File: src/rtl/smic_pkg.sv
// constants, types and register map of the link mode and bus control bank
// assumes a single 50 MHz clock and a synchronous active-high reset
package smic_pkg;
  // register offsets
  localparam logic [7:0] MODE_ADDR = 8'h04;
  localparam logic [7:0] CTRL_ADDR = 8'h05;
  localparam logic [7:0] CRC_LO_ADDR = 8'h0a;
  localparam logic [7:0] CRC_HI_ADDR = 8'h0b;
  // reset values and writable bits
  localparam logic [7:0] MODE_RESET = 8'h80;
  localparam logic [7:0] CTRL_RESET = 8'h00;
  localparam logic [7:0] MODE_WMASK = 8'hbf;
  localparam logic [7:0] CTRL_WMASK = 8'h1f;
  // mode register fields
  localparam int FAILSAFE_BIT = 7;
  localparam int CRC_CLEAR_BIT = 5;
  localparam int GATE_BIT = 4;
  localparam int LEGACY_SRC_BIT = 3;
  localparam int LEGACY_BIT = 2;
  localparam int RANGE_SRC_BIT = 1;
  localparam int RANGE_BIT = 0;
  // control register fields
  localparam int DLY_HI_BIT = 4;
  localparam int DLY_LO_BIT = 3;
  localparam int BLOCK_BIT = 2;
  localparam int SPEED_BIT = 1;
  localparam int WD_DIS_BIT = 0;
  // own bus address, arbitrary value
  localparam logic [6:0] DEV_ADDR = 7'h1a;
  // timing
  localparam int CLK_HZ = 50_000_000;
  localparam int CLK_PERIOD_NS = 20;
  localparam int DLY_BASE_NS = 240;
  localparam int DLY_STEP_NS = 40;
  localparam int DLY_BASE_CYCLES = DLY_BASE_NS / CLK_PERIOD_NS;
  localparam int DLY_STEP_CYCLES = DLY_STEP_NS / CLK_PERIOD_NS;
  localparam int DLY_TAPS = 18;
  localparam int WDOG_LONG_S = 1;
  localparam int WDOG_FAST_US = 50;
  localparam int WDOG_LONG_CYCLES = WDOG_LONG_S * CLK_HZ;
  localparam int WDOG_FAST_CYCLES = WDOG_FAST_US * (CLK_HZ / 1_000_000);
  localparam int CLR_HALF_NS = 5000;
  localparam int CLR_HALF_CYCLES = CLR_HALF_NS / CLK_PERIOD_NS;
  localparam int CLR_PULSES = 9;
  // state types
  typedef enum logic [2:0] {
    SLV_IDLE = 3'b000, SLV_ADDR = 3'b001, SLV_ACK_A = 3'b010, SLV_WR = 3'b011,
    SLV_ACK_W = 3'b100, SLV_RD = 3'b101, SLV_ACK_R = 3'b110
  } smic_slv_state_t;
  typedef enum logic [0:0] {WD_WATCH = 1'b0, WD_CLEAR = 1'b1} smic_wd_state_t;
endpackage : smic_pkg

File: src/rtl/smic_reg_if.sv
// register access group between the serial bus slave and the register bank
// assumes both ends run on the same clock
`timescale 1ns/100ps
interface smic_reg_if;
  logic scl;
  logic sda;
  logic bus_reset;
  logic [7:0] rdata;
  logic wr_stb;
  logic [7:0] ptr;
  logic [7:0] wdata;
  logic pull;
  modport slave (input scl, sda, bus_reset, rdata, output wr_stb, ptr, wdata, pull);
  modport bank (output scl, sda, bus_reset, rdata, input wr_stb, ptr, wdata, pull);
endinterface : smic_reg_if

File: src/rtl/smic_i2c_slave.sv
// serial control bus slave: address match, register pointer, auto-increment
// assumes scl and sda arrive already synchronised to clk
`timescale 1ns/100ps
module smic_i2c_slave (
  // clock and reset
  input wire logic clk,
  input wire logic srst,
  // register side
  smic_reg_if.slave bus
);
  smic_pkg::smic_slv_state_t state;
  logic scl_q;
  logic sda_q;
  logic byte_done;
  logic first;
  logic rw;
  logic nack;
  logic wr_stb;
  logic pull;
  logic [2:0] bitcnt;
  logic [7:0] shreg;
  logic [7:0] ptr;
  logic [7:0] wdata;
  wire scl_rise;
  wire scl_fall;
  wire start_seen;
  wire stop_seen;
  wire addr_hit;

  // bus conditions from the sampled lines
  assign scl_rise = bus.scl & ~scl_q;
  assign scl_fall = ~bus.scl & scl_q;
  assign start_seen = bus.scl & scl_q & sda_q & ~bus.sda;
  assign stop_seen = bus.scl & scl_q & ~sda_q & bus.sda;
  assign addr_hit = shreg[7:1] == smic_pkg::DEV_ADDR;
  assign bus.wr_stb = wr_stb;
  assign bus.ptr = ptr;
  assign bus.wdata = wdata;
  assign bus.pull = pull;

  // previous line levels for edge detection
  always_ff @(posedge clk) begin
    scl_q <= bus.scl;
    sda_q <= bus.sda;
  end

  // byte engine; pull means drive sda low
  always_ff @(posedge clk) begin
    wr_stb <= 1'b0;
    if (srst) begin
      state <= smic_pkg::SLV_IDLE;
      pull <= 1'b0;
      byte_done <= 1'b0;
      bitcnt <= 3'h7;
      shreg <= 8'h00;
      ptr <= 8'h00;
      wdata <= 8'h00;
      first <= 1'b0;
      rw <= 1'b0;
      nack <= 1'b0;
    end else if (bus.bus_reset || stop_seen) begin
      state <= smic_pkg::SLV_IDLE;
      pull <= 1'b0;
    end else if (start_seen) begin
      state <= smic_pkg::SLV_ADDR;
      pull <= 1'b0;
      byte_done <= 1'b0;
      bitcnt <= 3'h7;
    end else begin
      // pointer advances the cycle after each stored byte
      if (wr_stb) begin
        ptr <= ptr + 8'h01;
      end
      case (state)
        smic_pkg::SLV_ADDR, smic_pkg::SLV_WR: begin
          if (scl_rise) begin
            shreg <= {shreg[6:0], bus.sda};
            byte_done <= bitcnt == 3'h0;
            bitcnt <= bitcnt - 3'h1;
          end else if (scl_fall && byte_done) begin
            byte_done <= 1'b0;
            if (state == smic_pkg::SLV_ADDR) begin
              pull <= addr_hit;
              rw <= shreg[0];
              first <= 1'b1;
              state <= addr_hit ? smic_pkg::SLV_ACK_A : smic_pkg::SLV_IDLE;
            end else begin
              pull <= 1'b1;
              state <= smic_pkg::SLV_ACK_W;
              first <= 1'b0;
              if (first) begin
                ptr <= shreg;
              end else begin
                wr_stb <= 1'b1;
                wdata <= shreg;
              end
            end
          end
        end
        smic_pkg::SLV_ACK_A, smic_pkg::SLV_ACK_R: begin
          if (scl_rise) begin
            nack <= bus.sda;
          end else if (scl_fall) begin
            // master nack ends a read; a write address ack goes to SLV_WR; else load the next byte
            if (state == smic_pkg::SLV_ACK_R && nack) begin
              pull <= 1'b0;
              state <= smic_pkg::SLV_IDLE;
            end else if (state == smic_pkg::SLV_ACK_A && !rw) begin
              pull <= 1'b0;
              state <= smic_pkg::SLV_WR;
            end else begin
              shreg <= bus.rdata;
              pull <= ~bus.rdata[7];
              ptr <= ptr + 8'h01;
              bitcnt <= 3'h7;
              state <= smic_pkg::SLV_RD;
            end
          end
        end
        smic_pkg::SLV_ACK_W: begin
          if (scl_fall) begin
            pull <= 1'b0;
            state <= smic_pkg::SLV_WR;
          end
        end
        smic_pkg::SLV_RD: begin
          if (scl_fall) begin
            if (bitcnt == 3'h0) begin
              pull <= 1'b0;
              state <= smic_pkg::SLV_ACK_R;
            end else begin
              pull <= ~shreg[6];
              shreg <= {shreg[6:0], 1'b0};
              bitcnt <= bitcnt - 3'h1;
            end
          end
        end
        default: begin
          pull <= 1'b0;
        end
      endcase
    end
  end
endmodule : smic_i2c_slave

File: src/rtl/smic_top.sv
// link mode and serial bus control bank with bus watchdog and pixel gating
// assumes pixel data and error pulses are synchronous to REF_CLK
`timescale 1ns/100ps
module smic_top #(
  parameter int WDOG_LONG_CYCLES = smic_pkg::WDOG_LONG_CYCLES
) (
  // clock and reset
  input wire logic REF_CLK,
  input wire logic SRST,
  // serial control bus pins
  input wire logic SCL_IN,
  output logic SCL_OUT,
  output logic SCL_OE,
  input wire logic SDA_IN,
  output logic SDA_OUT,
  output logic SDA_OE,
  output logic BUS_FREE,
  // mode pins and mode outputs
  input wire logic LEGACY_PAIRING_PIN,
  input wire logic CLOCK_RANGE_PIN,
  output logic FAILSAFE_LOW,
  output logic LEGACY_MODE,
  output logic CLOCK_RANGE_LOW,
  // back-channel error events
  input wire logic CRC_ERROR,
  // pixel path
  input wire logic PARTNER_PROTECTED,
  input wire logic DATA_ENABLE,
  input wire logic [23:0] PIXEL_IN,
  output logic [23:0] PIXEL_OUT,
  // remote writes from the control channel
  input wire logic REM_WR_VALID,
  output logic REM_WR_READY,
  input wire logic REM_WR_LOCAL,
  input wire logic [7:0] REM_WR_ADDR,
  input wire logic [7:0] REM_WR_DATA,
  output logic REM_WR_REJECT,
  output logic REM_FWD_VALID,
  output logic [7:0] REM_FWD_ADDR,
  output logic [7:0] REM_FWD_DATA
);
  smic_reg_if bus ();
  logic [3:0] meta;
  logic [3:0] sync;
  logic [7:0] reg_mode;
  logic [7:0] reg_ctrl;
  logic [15:0] crc_cnt;
  logic scl_p;
  logic sda_p;
  smic_pkg::smic_wd_state_t wd_state;
  logic [25:0] wd_cnt;
  logic [7:0] half_cnt;
  logic [3:0] pulses;
  logic [smic_pkg::DLY_TAPS-1:0] sda_dly;
  wire [3:0] pins_raw;
  wire scl_s;
  wire sda_s;
  wire legacy_pin_s;
  wire range_pin_s;

  // two-flop synchronisers for the serial bus and mode pin inputs
  assign pins_raw = {CLOCK_RANGE_PIN, LEGACY_PAIRING_PIN, SDA_IN, SCL_IN};
  genvar gi;
  generate
    for (gi = 0; gi < 4; gi++) begin : g_sync
      always_ff @(posedge REF_CLK) begin
        meta[gi] <= pins_raw[gi];
        sync[gi] <= meta[gi];
      end
    end
  endgenerate
  assign scl_s = sync[0];
  assign sda_s = sync[1];
  assign legacy_pin_s = sync[2];
  assign range_pin_s = sync[3];
  assign bus.scl = scl_s;
  assign bus.sda = sda_s;

  smic_i2c_slave u_slave (
    .clk (REF_CLK),
    .srst (SRST),
    .bus (bus.slave)
  );

  // write source select; local bus master has priority over remote
  wire rem_take;
  wire rem_local_ok;
  wire wr_en;
  wire [7:0] wr_addr;
  wire [7:0] wr_data;
  wire wr_mode;
  wire wr_ctrl;
  assign REM_WR_READY = ~bus.wr_stb;
  assign rem_take = REM_WR_VALID & REM_WR_READY;
  assign rem_local_ok = rem_take & REM_WR_LOCAL & ~reg_ctrl[smic_pkg::BLOCK_BIT];
  assign wr_en = bus.wr_stb | rem_local_ok;
  assign wr_addr = bus.wr_stb ? bus.ptr : REM_WR_ADDR;
  assign wr_data = bus.wr_stb ? bus.wdata : REM_WR_DATA;
  assign wr_mode = wr_en && wr_addr == smic_pkg::MODE_ADDR;
  assign wr_ctrl = wr_en && wr_addr == smic_pkg::CTRL_ADDR;

  // configuration registers; reserved bits masked off on write
  always_ff @(posedge REF_CLK) begin
    if (SRST) begin
      reg_mode <= smic_pkg::MODE_RESET;
      reg_ctrl <= smic_pkg::CTRL_RESET;
    end else begin
      if (wr_mode) begin
        reg_mode <= wr_data & smic_pkg::MODE_WMASK;
      end
      if (wr_ctrl) begin
        reg_ctrl <= wr_data & smic_pkg::CTRL_WMASK;
      end
    end
  end

  // read mux; error count is live, not snapshotted across bytes
  assign bus.rdata = (bus.ptr == smic_pkg::MODE_ADDR) ? reg_mode :
                     (bus.ptr == smic_pkg::CTRL_ADDR) ? reg_ctrl :
                     (bus.ptr == smic_pkg::CRC_LO_ADDR) ? crc_cnt[7:0] :
                     (bus.ptr == smic_pkg::CRC_HI_ADDR) ? crc_cnt[15:8] : 8'h00;

  // remote path: forwarded accesses pass whatever the block bit says
  always_ff @(posedge REF_CLK) begin
    if (SRST) begin
      REM_WR_REJECT <= 1'b0;
      REM_FWD_VALID <= 1'b0;
      REM_FWD_ADDR <= 8'h00;
      REM_FWD_DATA <= 8'h00;
    end else begin
      REM_WR_REJECT <= rem_take & REM_WR_LOCAL & reg_ctrl[smic_pkg::BLOCK_BIT];
      REM_FWD_VALID <= rem_take & ~REM_WR_LOCAL;
      if (rem_take && !REM_WR_LOCAL) begin
        REM_FWD_ADDR <= REM_WR_ADDR;
        REM_FWD_DATA <= REM_WR_DATA;
      end
    end
  end

  // error counter held at zero while the clear bit stays set
  always_ff @(posedge REF_CLK) begin
    if (SRST || reg_mode[smic_pkg::CRC_CLEAR_BIT]) begin
      crc_cnt <= 16'h0000;
    end else if (CRC_ERROR && crc_cnt != 16'hffff) begin
      crc_cnt <= crc_cnt + 16'h0001;
    end
  end

  // mode selection from pin or register override
  wire legacy_eff;
  wire range_eff;
  wire gate_active;
  assign legacy_eff = reg_mode[smic_pkg::LEGACY_SRC_BIT] ? reg_mode[smic_pkg::LEGACY_BIT] : legacy_pin_s;
  assign range_eff = reg_mode[smic_pkg::RANGE_SRC_BIT] ? reg_mode[smic_pkg::RANGE_BIT] : range_pin_s;
  assign gate_active = reg_mode[smic_pkg::GATE_BIT] & (legacy_eff | ~PARTNER_PROTECTED);

  // registered mode outputs and gated pixels
  always_ff @(posedge REF_CLK) begin
    if (SRST) begin
      FAILSAFE_LOW <= 1'b1;
      LEGACY_MODE <= 1'b0;
      CLOCK_RANGE_LOW <= 1'b0;
      PIXEL_OUT <= 24'h000000;
    end else begin
      FAILSAFE_LOW <= reg_mode[smic_pkg::FAILSAFE_BIT];
      LEGACY_MODE <= legacy_eff;
      CLOCK_RANGE_LOW <= range_eff;
      PIXEL_OUT <= (gate_active && !DATA_ENABLE) ? 24'h000000 : PIXEL_IN;
    end
  end

  // sda delay line; tap picks the nominal scl-to-sda figure
  wire [4:0] sda_tap;
  assign sda_tap = 5'(smic_pkg::DLY_BASE_CYCLES - 2) +
                   5'(reg_ctrl[smic_pkg::DLY_HI_BIT:smic_pkg::DLY_LO_BIT]) * 5'(smic_pkg::DLY_STEP_CYCLES);
  always_ff @(posedge REF_CLK) begin
    if (SRST) begin
      sda_dly <= '0;
      SDA_OE <= 1'b0;
    end else begin
      sda_dly <= {sda_dly[smic_pkg::DLY_TAPS-2:0], bus.pull};
      SDA_OE <= sda_dly[sda_tap];
    end
  end
  assign SDA_OUT = 1'b0;
  assign SCL_OUT = 1'b0;

  // watchdog; own clearing clocks are not counted as activity
  wire activity;
  wire [25:0] wd_limit;
  wire wd_expire;
  wire half_done;
  assign activity = (scl_s ^ scl_p) | (sda_s ^ sda_p);
  assign wd_limit = reg_ctrl[smic_pkg::SPEED_BIT] ? 26'(smic_pkg::WDOG_FAST_CYCLES) : 26'(WDOG_LONG_CYCLES);
  assign wd_expire = wd_state == smic_pkg::WD_WATCH && !reg_ctrl[smic_pkg::WD_DIS_BIT] &&
                     !activity && wd_cnt == wd_limit - 26'h1;
  assign half_done = half_cnt == 8'(smic_pkg::CLR_HALF_CYCLES - 1);
  assign bus.bus_reset = wd_expire | (wd_state == smic_pkg::WD_CLEAR);

  always_ff @(posedge REF_CLK) begin
    scl_p <= scl_s;
    sda_p <= sda_s;
  end

  // idle counter and nine-pulse bus clearing
  always_ff @(posedge REF_CLK) begin
    if (SRST) begin
      wd_state <= smic_pkg::WD_WATCH;
      wd_cnt <= 26'h0;
      half_cnt <= 8'h00;
      pulses <= 4'h0;
      SCL_OE <= 1'b0;
      BUS_FREE <= 1'b0;
    end else begin
      BUS_FREE <= wd_expire & sda_s;
      case (wd_state)
        smic_pkg::WD_WATCH: begin
          if (reg_ctrl[smic_pkg::WD_DIS_BIT] || activity || wd_expire) begin
            wd_cnt <= 26'h0;
          end else begin
            wd_cnt <= wd_cnt + 26'h1;
          end
          if (wd_expire && !sda_s) begin
            wd_state <= smic_pkg::WD_CLEAR;
            SCL_OE <= 1'b1;
            half_cnt <= 8'h00;
            pulses <= 4'h0;
          end
        end
        smic_pkg::WD_CLEAR: begin
          half_cnt <= half_done ? 8'h00 : half_cnt + 8'h01;
          if (half_done && SCL_OE) begin
            SCL_OE <= 1'b0;
          end else if (half_done && pulses == 4'(smic_pkg::CLR_PULSES - 1)) begin
            wd_state <= smic_pkg::WD_WATCH;
            wd_cnt <= 26'h0;
          end else if (half_done) begin
            SCL_OE <= 1'b1;
            pulses <= pulses + 4'h1;
          end
        end
        default: begin
          wd_state <= smic_pkg::WD_WATCH;
        end
      endcase
    end
  end
endmodule : smic_top

File: config.mk
export PLATFORM = sky130hd
export DESIGN_NAME = smic_top
export DESIGN_NICKNAME = d
export VERILOG_FILES = /design/src/rtl/smic_pkg.sv /design/src/rtl/smic_reg_if.sv /design/src/rtl/smic_i2c_slave.sv /design/src/rtl/smic_top.sv
export SDC_FILE = /design/constraint.sdc
export NUM_CORES = 1
export LEC_CHECK = 0
export ABC_AREA = 1
export BUFFER_PORTS_ARGS = -buffer_cell sky130_fd_sc_hd__buf_2
export CORE_MARGIN = 2
export CORE_UTILIZATION = 40
export DETAILED_ROUTE_END_ITERATION = 12
export SLEW_MARGIN = 20
export SYNTH_ARGS = -nofsm -noshare
export SYNTH_HDL_FRONTEND = slang
export SYNTH_SLANG_ARGS = --single-unit
File: constraint.sdc
create_clock -name REF_CLK -period 3 [get_ports REF_CLK]
set_input_delay 0 -clock REF_CLK [delete_from_list [all_inputs] [get_ports REF_CLK]]
set_output_delay 0 -clock REF_CLK [all_outputs]
set_load 0.02 [all_outputs]
== Yosys cells after proc, flatten, opt, wreduce, memory -nomap -nowiden ==
Index checks and enable logic that the tools add are counted.

* Add/sub/neg operators: 8
* Order comparisons: 1
* Equality and inequality tests: 46
* Muxes and demuxes: 89
* Bitwise gates (word level): 38
* Reduce and logical (&&, ||, !) cells: 51

{| class="wikitable"
|+ Operators with widths
! kind !! number
|-
| two-way mux 8 bit || 24
|-
| two-way mux 26 bit || 4
|-
| two-way mux 3 bit || 18
|-
| case mux 26 bit (2 select lines) || 1
|-
| == test 8 x 3 -> 1 bit, second input constant || 4
|-
| case mux 8 bit (2 select lines) || 2
|-
| two-way mux 1 bit || 27
|-
| adder 26 x 1 -> 26 bit, second input constant || 1
|-
| == test 26 bit || 1
|-
| subtractor 26 x 1 -> 26 bit, second input constant || 1
|-
| case mux 8 bit (3 select lines) || 1
|-
| inequality test 3 x 1 -> 1 bit, second input constant || 7
|-
| inequality test 2 x 1 -> 1 bit, second input constant || 9
|-
| NOT 1 bit || 18
|-
| adder 16 x 1 -> 16 bit, second input constant || 1
|-
| adder 8 x 1 -> 8 bit, second input constant || 2
|-
| == test 8 x 4 -> 1 bit, second input constant || 2
|-
| two-way mux 4 bit || 4
|-
| inequality test 16 bit, second input constant || 1
|-
| AND reduction 8 bit || 2
|-
| bitwise AND 1 bit || 14
|-
| logical AND 1 bit || 14
|-
| inequality test 2 bit, second input constant || 7
|-
| case mux 3 bit (4 select lines) || 1
|-
| other kinds (38) || 67
|}

* Bits in registers: 179
* Output and inout bits: 51

== Depth between registers and ports, before layout ==
* Word-level depth: 11
* Depth in mapped cells: 14
* Mapped depth without buffers: 14

== Cells and area by module ==
A second synthesis with hierarchy kept.

* Cells, all modules: 1,358
* Area total of the unflattened synthesis: 9,108.7 sq um

{| class="wikitable"
|+ Modules (own cells, without submodules)
! module !! times used !! cells each !! area each (sq um) !! seq. area each (sq um)
|-
| smic_top || 1 || 964 || 6,680.2 || 2,842.7
|-
| smic_i2c_slave || 1 || 394 || 2,428.6 || 760.7
|}

== Least setup slack after synthesis ==
Ideal clock, no wire load.

* Kind: register to register
* Start: register sync[0], in the netlist bus.scl
* End: register wd_cnt[2]
* Library setup time: 133 ps
* Data arrival time: 1,757 ps
* Path slack: 1,109 ps
* Cell stages (with the launch flop): 13
* Period minus slack after synthesis: 1,891 ps
* Path through: dfxtp_1 > inv_1 > ha_1 > nand2_2 > nor2_4 > nand2_1 > nor2_4 > nand2_4 > and3_1 > buf_6 > buf_12 > nand3_4 > a21oi_2

* Word-level cells in the longest chain between the ends: 8
* Elaborated cells on any way between the ends: 9

{| class="wikitable"
|+ RTL lines
! what !! line !! RTL
|-
| start: declaration || smic_top.sv:44 || <nowiki>logic [3:0] sync;</nowiki>
|-
| start signal: indexed assignment || smic_top.sv:68 || <nowiki>sync[gi] <= meta[gi];</nowiki>
|-
| XOR 1 bit * || smic_top.sv:193 || <nowiki>assign activity = (scl_s ^ scl_p) | (sda_s ^ sda_p);</nowiki>
|-
| bitwise OR 1 bit * || smic_top.sv:193 ||
|-
| logical NOT 1 bit || smic_top.sv:196 || <nowiki>!activity && wd_cnt == wd_limit - 26'h1;</nowiki>
|-
| logical AND 1 bit || smic_top.sv:195 || <nowiki>assign wd_expire = wd_state == smic_pkg::WD_WATCH && !reg_ctrl[smic_pkg::WD_DIS_BIT] &&</nowiki>
|-
| logical AND 1 bit || smic_top.sv:196 ||
|-
| logical OR 1 bit * || smic_top.sv:218 || <nowiki>if (reg_ctrl[smic_pkg::WD_DIS_BIT] || activity || wd_expire) begin</nowiki>
|-
| two-way mux 26 bit * || smic_top.sv:218 ||
|-
| case mux 26 bit (2 select lines) * || smic_top.sv:216 || <nowiki>case (wd_state)</nowiki>
|-
| end signal: assignment || smic_top.sv:221 || <nowiki>wd_cnt <= wd_cnt + 26'h1;</nowiki>
|-
| end: declaration || smic_top.sv:51 || <nowiki>logic [25:0] wd_cnt;</nowiki>
|}

Every way passes the cells marked *; elsewhere a longest branch is shown, timed or not.
A chain may end at the register's enable or synchronous reset.

== Worst setup path after layout ==
* Start: register sync[0], in the netlist bus.scl
* End: register wd_cnt[9]

The elaborated chain is that of the path after synthesis.

==> impl_results.md <==
* Status: complete, no violations
* Register Area at roughly 3500 um^2
* Syn avg cell area at roughly 6.8 um^2
* Final HPWL DP at between 15 and 20 mm
* Total track usage at 20.3%
* Max_slew headroom at 35.2%
* Initial detailed-routing violation count at ~580
* Reg clk slew, reported paths at ~0.08 ns
* Routability cong. at ~0.88
* Resized Gates After CTS at 0
* Grt total ovfl at 0
* Crit-path max FO at 14
* Clock sinks at roughly 180
* Vias in the first global route at slightly above 8k
* Layout cell share with drive strength beyond 1 at between 10% and 20%
* Largest net degree at the start of global routing at 59
* Maximum vdd ir drop at about 0.4 mV
* Max Clk Rate at 402 MHz
* Worst hold-check path type: input port to flop
* Die height at 153 um
* Rows at between 50 and 60
* Die area at 23,400 um^2
* Syn Inst Count at about 1.3k
* Sequential cell area fraction in the yosys report at about two fifths
* Vias/cell at a little under 5
* Worst-Margin Slew at a little under 1 ns
* WL/cell at between 10 and 15 um
* Crit share post-route at around 83%
* Cell Pwr Density at 498 nW/um^2
* CP Class: flop to flop
* Max-cap violation count at 0
* WP data arrival at approximately 2.9 ns
* Min-delay src: DATA_ENABLE
* Yosys cell types at 46
* Min Tclk post-route at around 2.5 ns
* Fin. max-slew vios at 0
* Skew-Pair Late Insertion Delay at 0.44 ns
* Leak pwr at approximately 4.5 nW
* Number of remaining DRC errors at 0
* DR vias at about 8.6k
* Hold bufs inserted after CTS at 46
* CTS H-tree depth at 4
* Crit path from: bus.scl
* Hold path cells at 4
* CTS Buf Count at 17
* Initial antenna violation count at 0
* WL final at approximately 23 mm
* Global-route wire length before repair at 39.3 mm
* DIE WIDTH at ~150 um
* Core area at 21,800 um^2
* Yosys warnings at 0
* Finished Cell Area at approximately 11,000 um^2
* Register bit total from synthesis at 177
* Post-CTS setup buffer count at 0
* Final setup vio count at 0
* ANT cells at 0
* Startpoint types: flop
* Area delta synth->final at 20.2%
* Worst EP required at 3.37 ns
* CTS tree: yes
* Layout Skew at between 0.015 and 0.02 ns
* Worst r2r path cells at 11
* Synth Cell Area at approximately 9000 um^2
* Fin Hold WS at about 0.077 ns
* Count of input and output buffers at between 90 and 100
* CP Capture Type: flop
* IO Count at between 100 and 150
* Reg-to-Reg Start: bus.scl
* Area occupied by multi-input gates at about 4400 um^2
* Maximum clock path buffer count at 2
* RSZ-0062 raised after global routing: false
* Final #Nets at 1,511
* Drt first pass iters at 6
* ANT nets after route at 0
* Root buf cell: clkbuf_16
* Area after DPL at just under 10,000 um^2
* Final Hold Fails at 0
* Filler cells at 2,212
* Setup TNS at 0 ns
* Starting Density at 40.7%
## cell families after synthesis
logic type / synth area share (%)
and+or+nand+nor: 31.6
AOI/OAI and AO/OA: 14.5
buffers and inverters: 10.8
DFF: 39.9
adders and majority gates: 2.25
xor gates and xnor gates: 0.788
other: 0.0422
muxes: 0.113
## Yosys cell counts, drive strengths merged
| master | number | area, um^2 |
|---|---|---|
| nor2 | 183 | 747 |
| mux2i | 1 | 10.0 |
| o31ai | 1 | 7.51 |
| and3 | 4 | 25.0 |
| a21o | 1 | 7.51 |
| ha | 16 | 200 |
| nand3 | 90 | 468 |
| nor3 | 29 | 161 |
| nand2 | 282 | 1150 |
| nor3b | 3 | 22.5 |
| o21ai | 113 | 569 |
| o21a | 1 | 7.51 |
| o311ai | 1 | 8.76 |
| inv | 197 | 739 |
| clkbuf | 25 | 93.8 |
| xor2 | 8 | 70.1 |
| o21bai | 1 | 7.51 |
| nor4 | 6 | 37.5 |
| conb | 1 | 3.75 |
| dfxtp | 177 | 3540 |
| o211ai | 6 | 45.0 |
| nand3b | 2 | 15.0 |
| a21oi | 112 | 598 |
| a31oi | 3 | 18.8 |
| a211oi | 1 | 7.51 |
| nand4 | 21 | 146 |
| o21ba | 1 | 10.0 |
| buf | 17 | 128 |
| or2 | 6 | 37.5 |
## flip-flops by register name (all words and copies together), names as in the netlist, 3 cells and up
name               cells
reg_mode               7
u_slave.state          3
sda_dly               17
reg_ctrl               5
PIXEL_OUT             24
u_slave.bus.wdata      7
u_slave.bitcnt         3
pulses                 4
crc_cnt               16
REM_FWD_ADDR           8
half_cnt               8
u_slave.shreg          8
u_slave.bus.ptr        8
wd_cnt                26
REM_FWD_DATA           8
meta                   4
## critical path, cell delays in order, from the launching register on
cell     delay (ns)
dfxtp_1        0.38
inv_1          0.06
ha_1           0.30
nand2_2        0.11
nor2_4         0.07
nand2_1        0.11
nor2_4         0.06
nand2_4        0.08
and3_1         0.80
buf_4          0.30
nand2_4        0.05
a21oi_2        0.11
## metal layers
metal / track usage [%] / part of all wire, % / vias to the layer above
li1: - / - / 4448
met1: 27.1 / 47 / 3947
met2: 33.3 / 46 / 193
met3: 3.91 / 4.4 / 34
met4: 5.91 / 1.8 / 0
met5: 0 / 0 / -
## power breakdown
part / internal, mW / switching [mW] / leakage (nW)
logic: 0.201 / 0.339 / 2.77
registers: 2.42 / 0.0493 / 1.44
clock network: 1.21 / 1.10 / 0.298
total: 3.83 / 1.49 / 4.51
## stage by stage
stage / utilization, % / setup WS (ns) / power, mW / instances
after floorplan: - / 1.11 / 2.86 / 1310
after global placement: 44.0 / 0.575 / 3.01 / 1659
after detailed placement: 44.0 / 0.519 / 3.01 / 1659
after CTS: 49.0 / 0.503 / 5.38 / 1737
after global routing: 49.0 / 0.310 / 5.55 / 1737
final: 49.0 / 0.511 / 5.32 / 1737
## layout make-up
type	instances	area share [%]
flip-flops and latches	177	33.2
well taps	280	3.28
multi-input cells	894	41.1
clock inverters	15	1.77
repair buffers	157	9.79
inverters	197	6.92
clock buffers	17	3.98
## placed cells by master (no fill, tap or decap), drive strengths merged, types with 2 or more instances in the layout
cell,count
o21ai,113
nand4,21
o211ai,6
ha,16
a31oi,3
nand3,90
nand3b,2
nor3,29
and3,4
buf,111
dlygate4sd3,46
nor3b,3
or2,6
a21oi,112
nand2,282
xor2,8
clkinv,5
clkbuf,17
nor2,183
conb,2
nor4,6
inv,205
dfxtp,177
## final timing paths
kind,endpoint,slack [ns]
worst min register to register,range_pin_s,0.33
worst min-delay path,PIXEL_OUT[0],0.08
worst max-delay path,wd_cnt[9],0.51
worst max register to register,wd_cnt[9],0.51
Power figures use the tool's default switching activity.
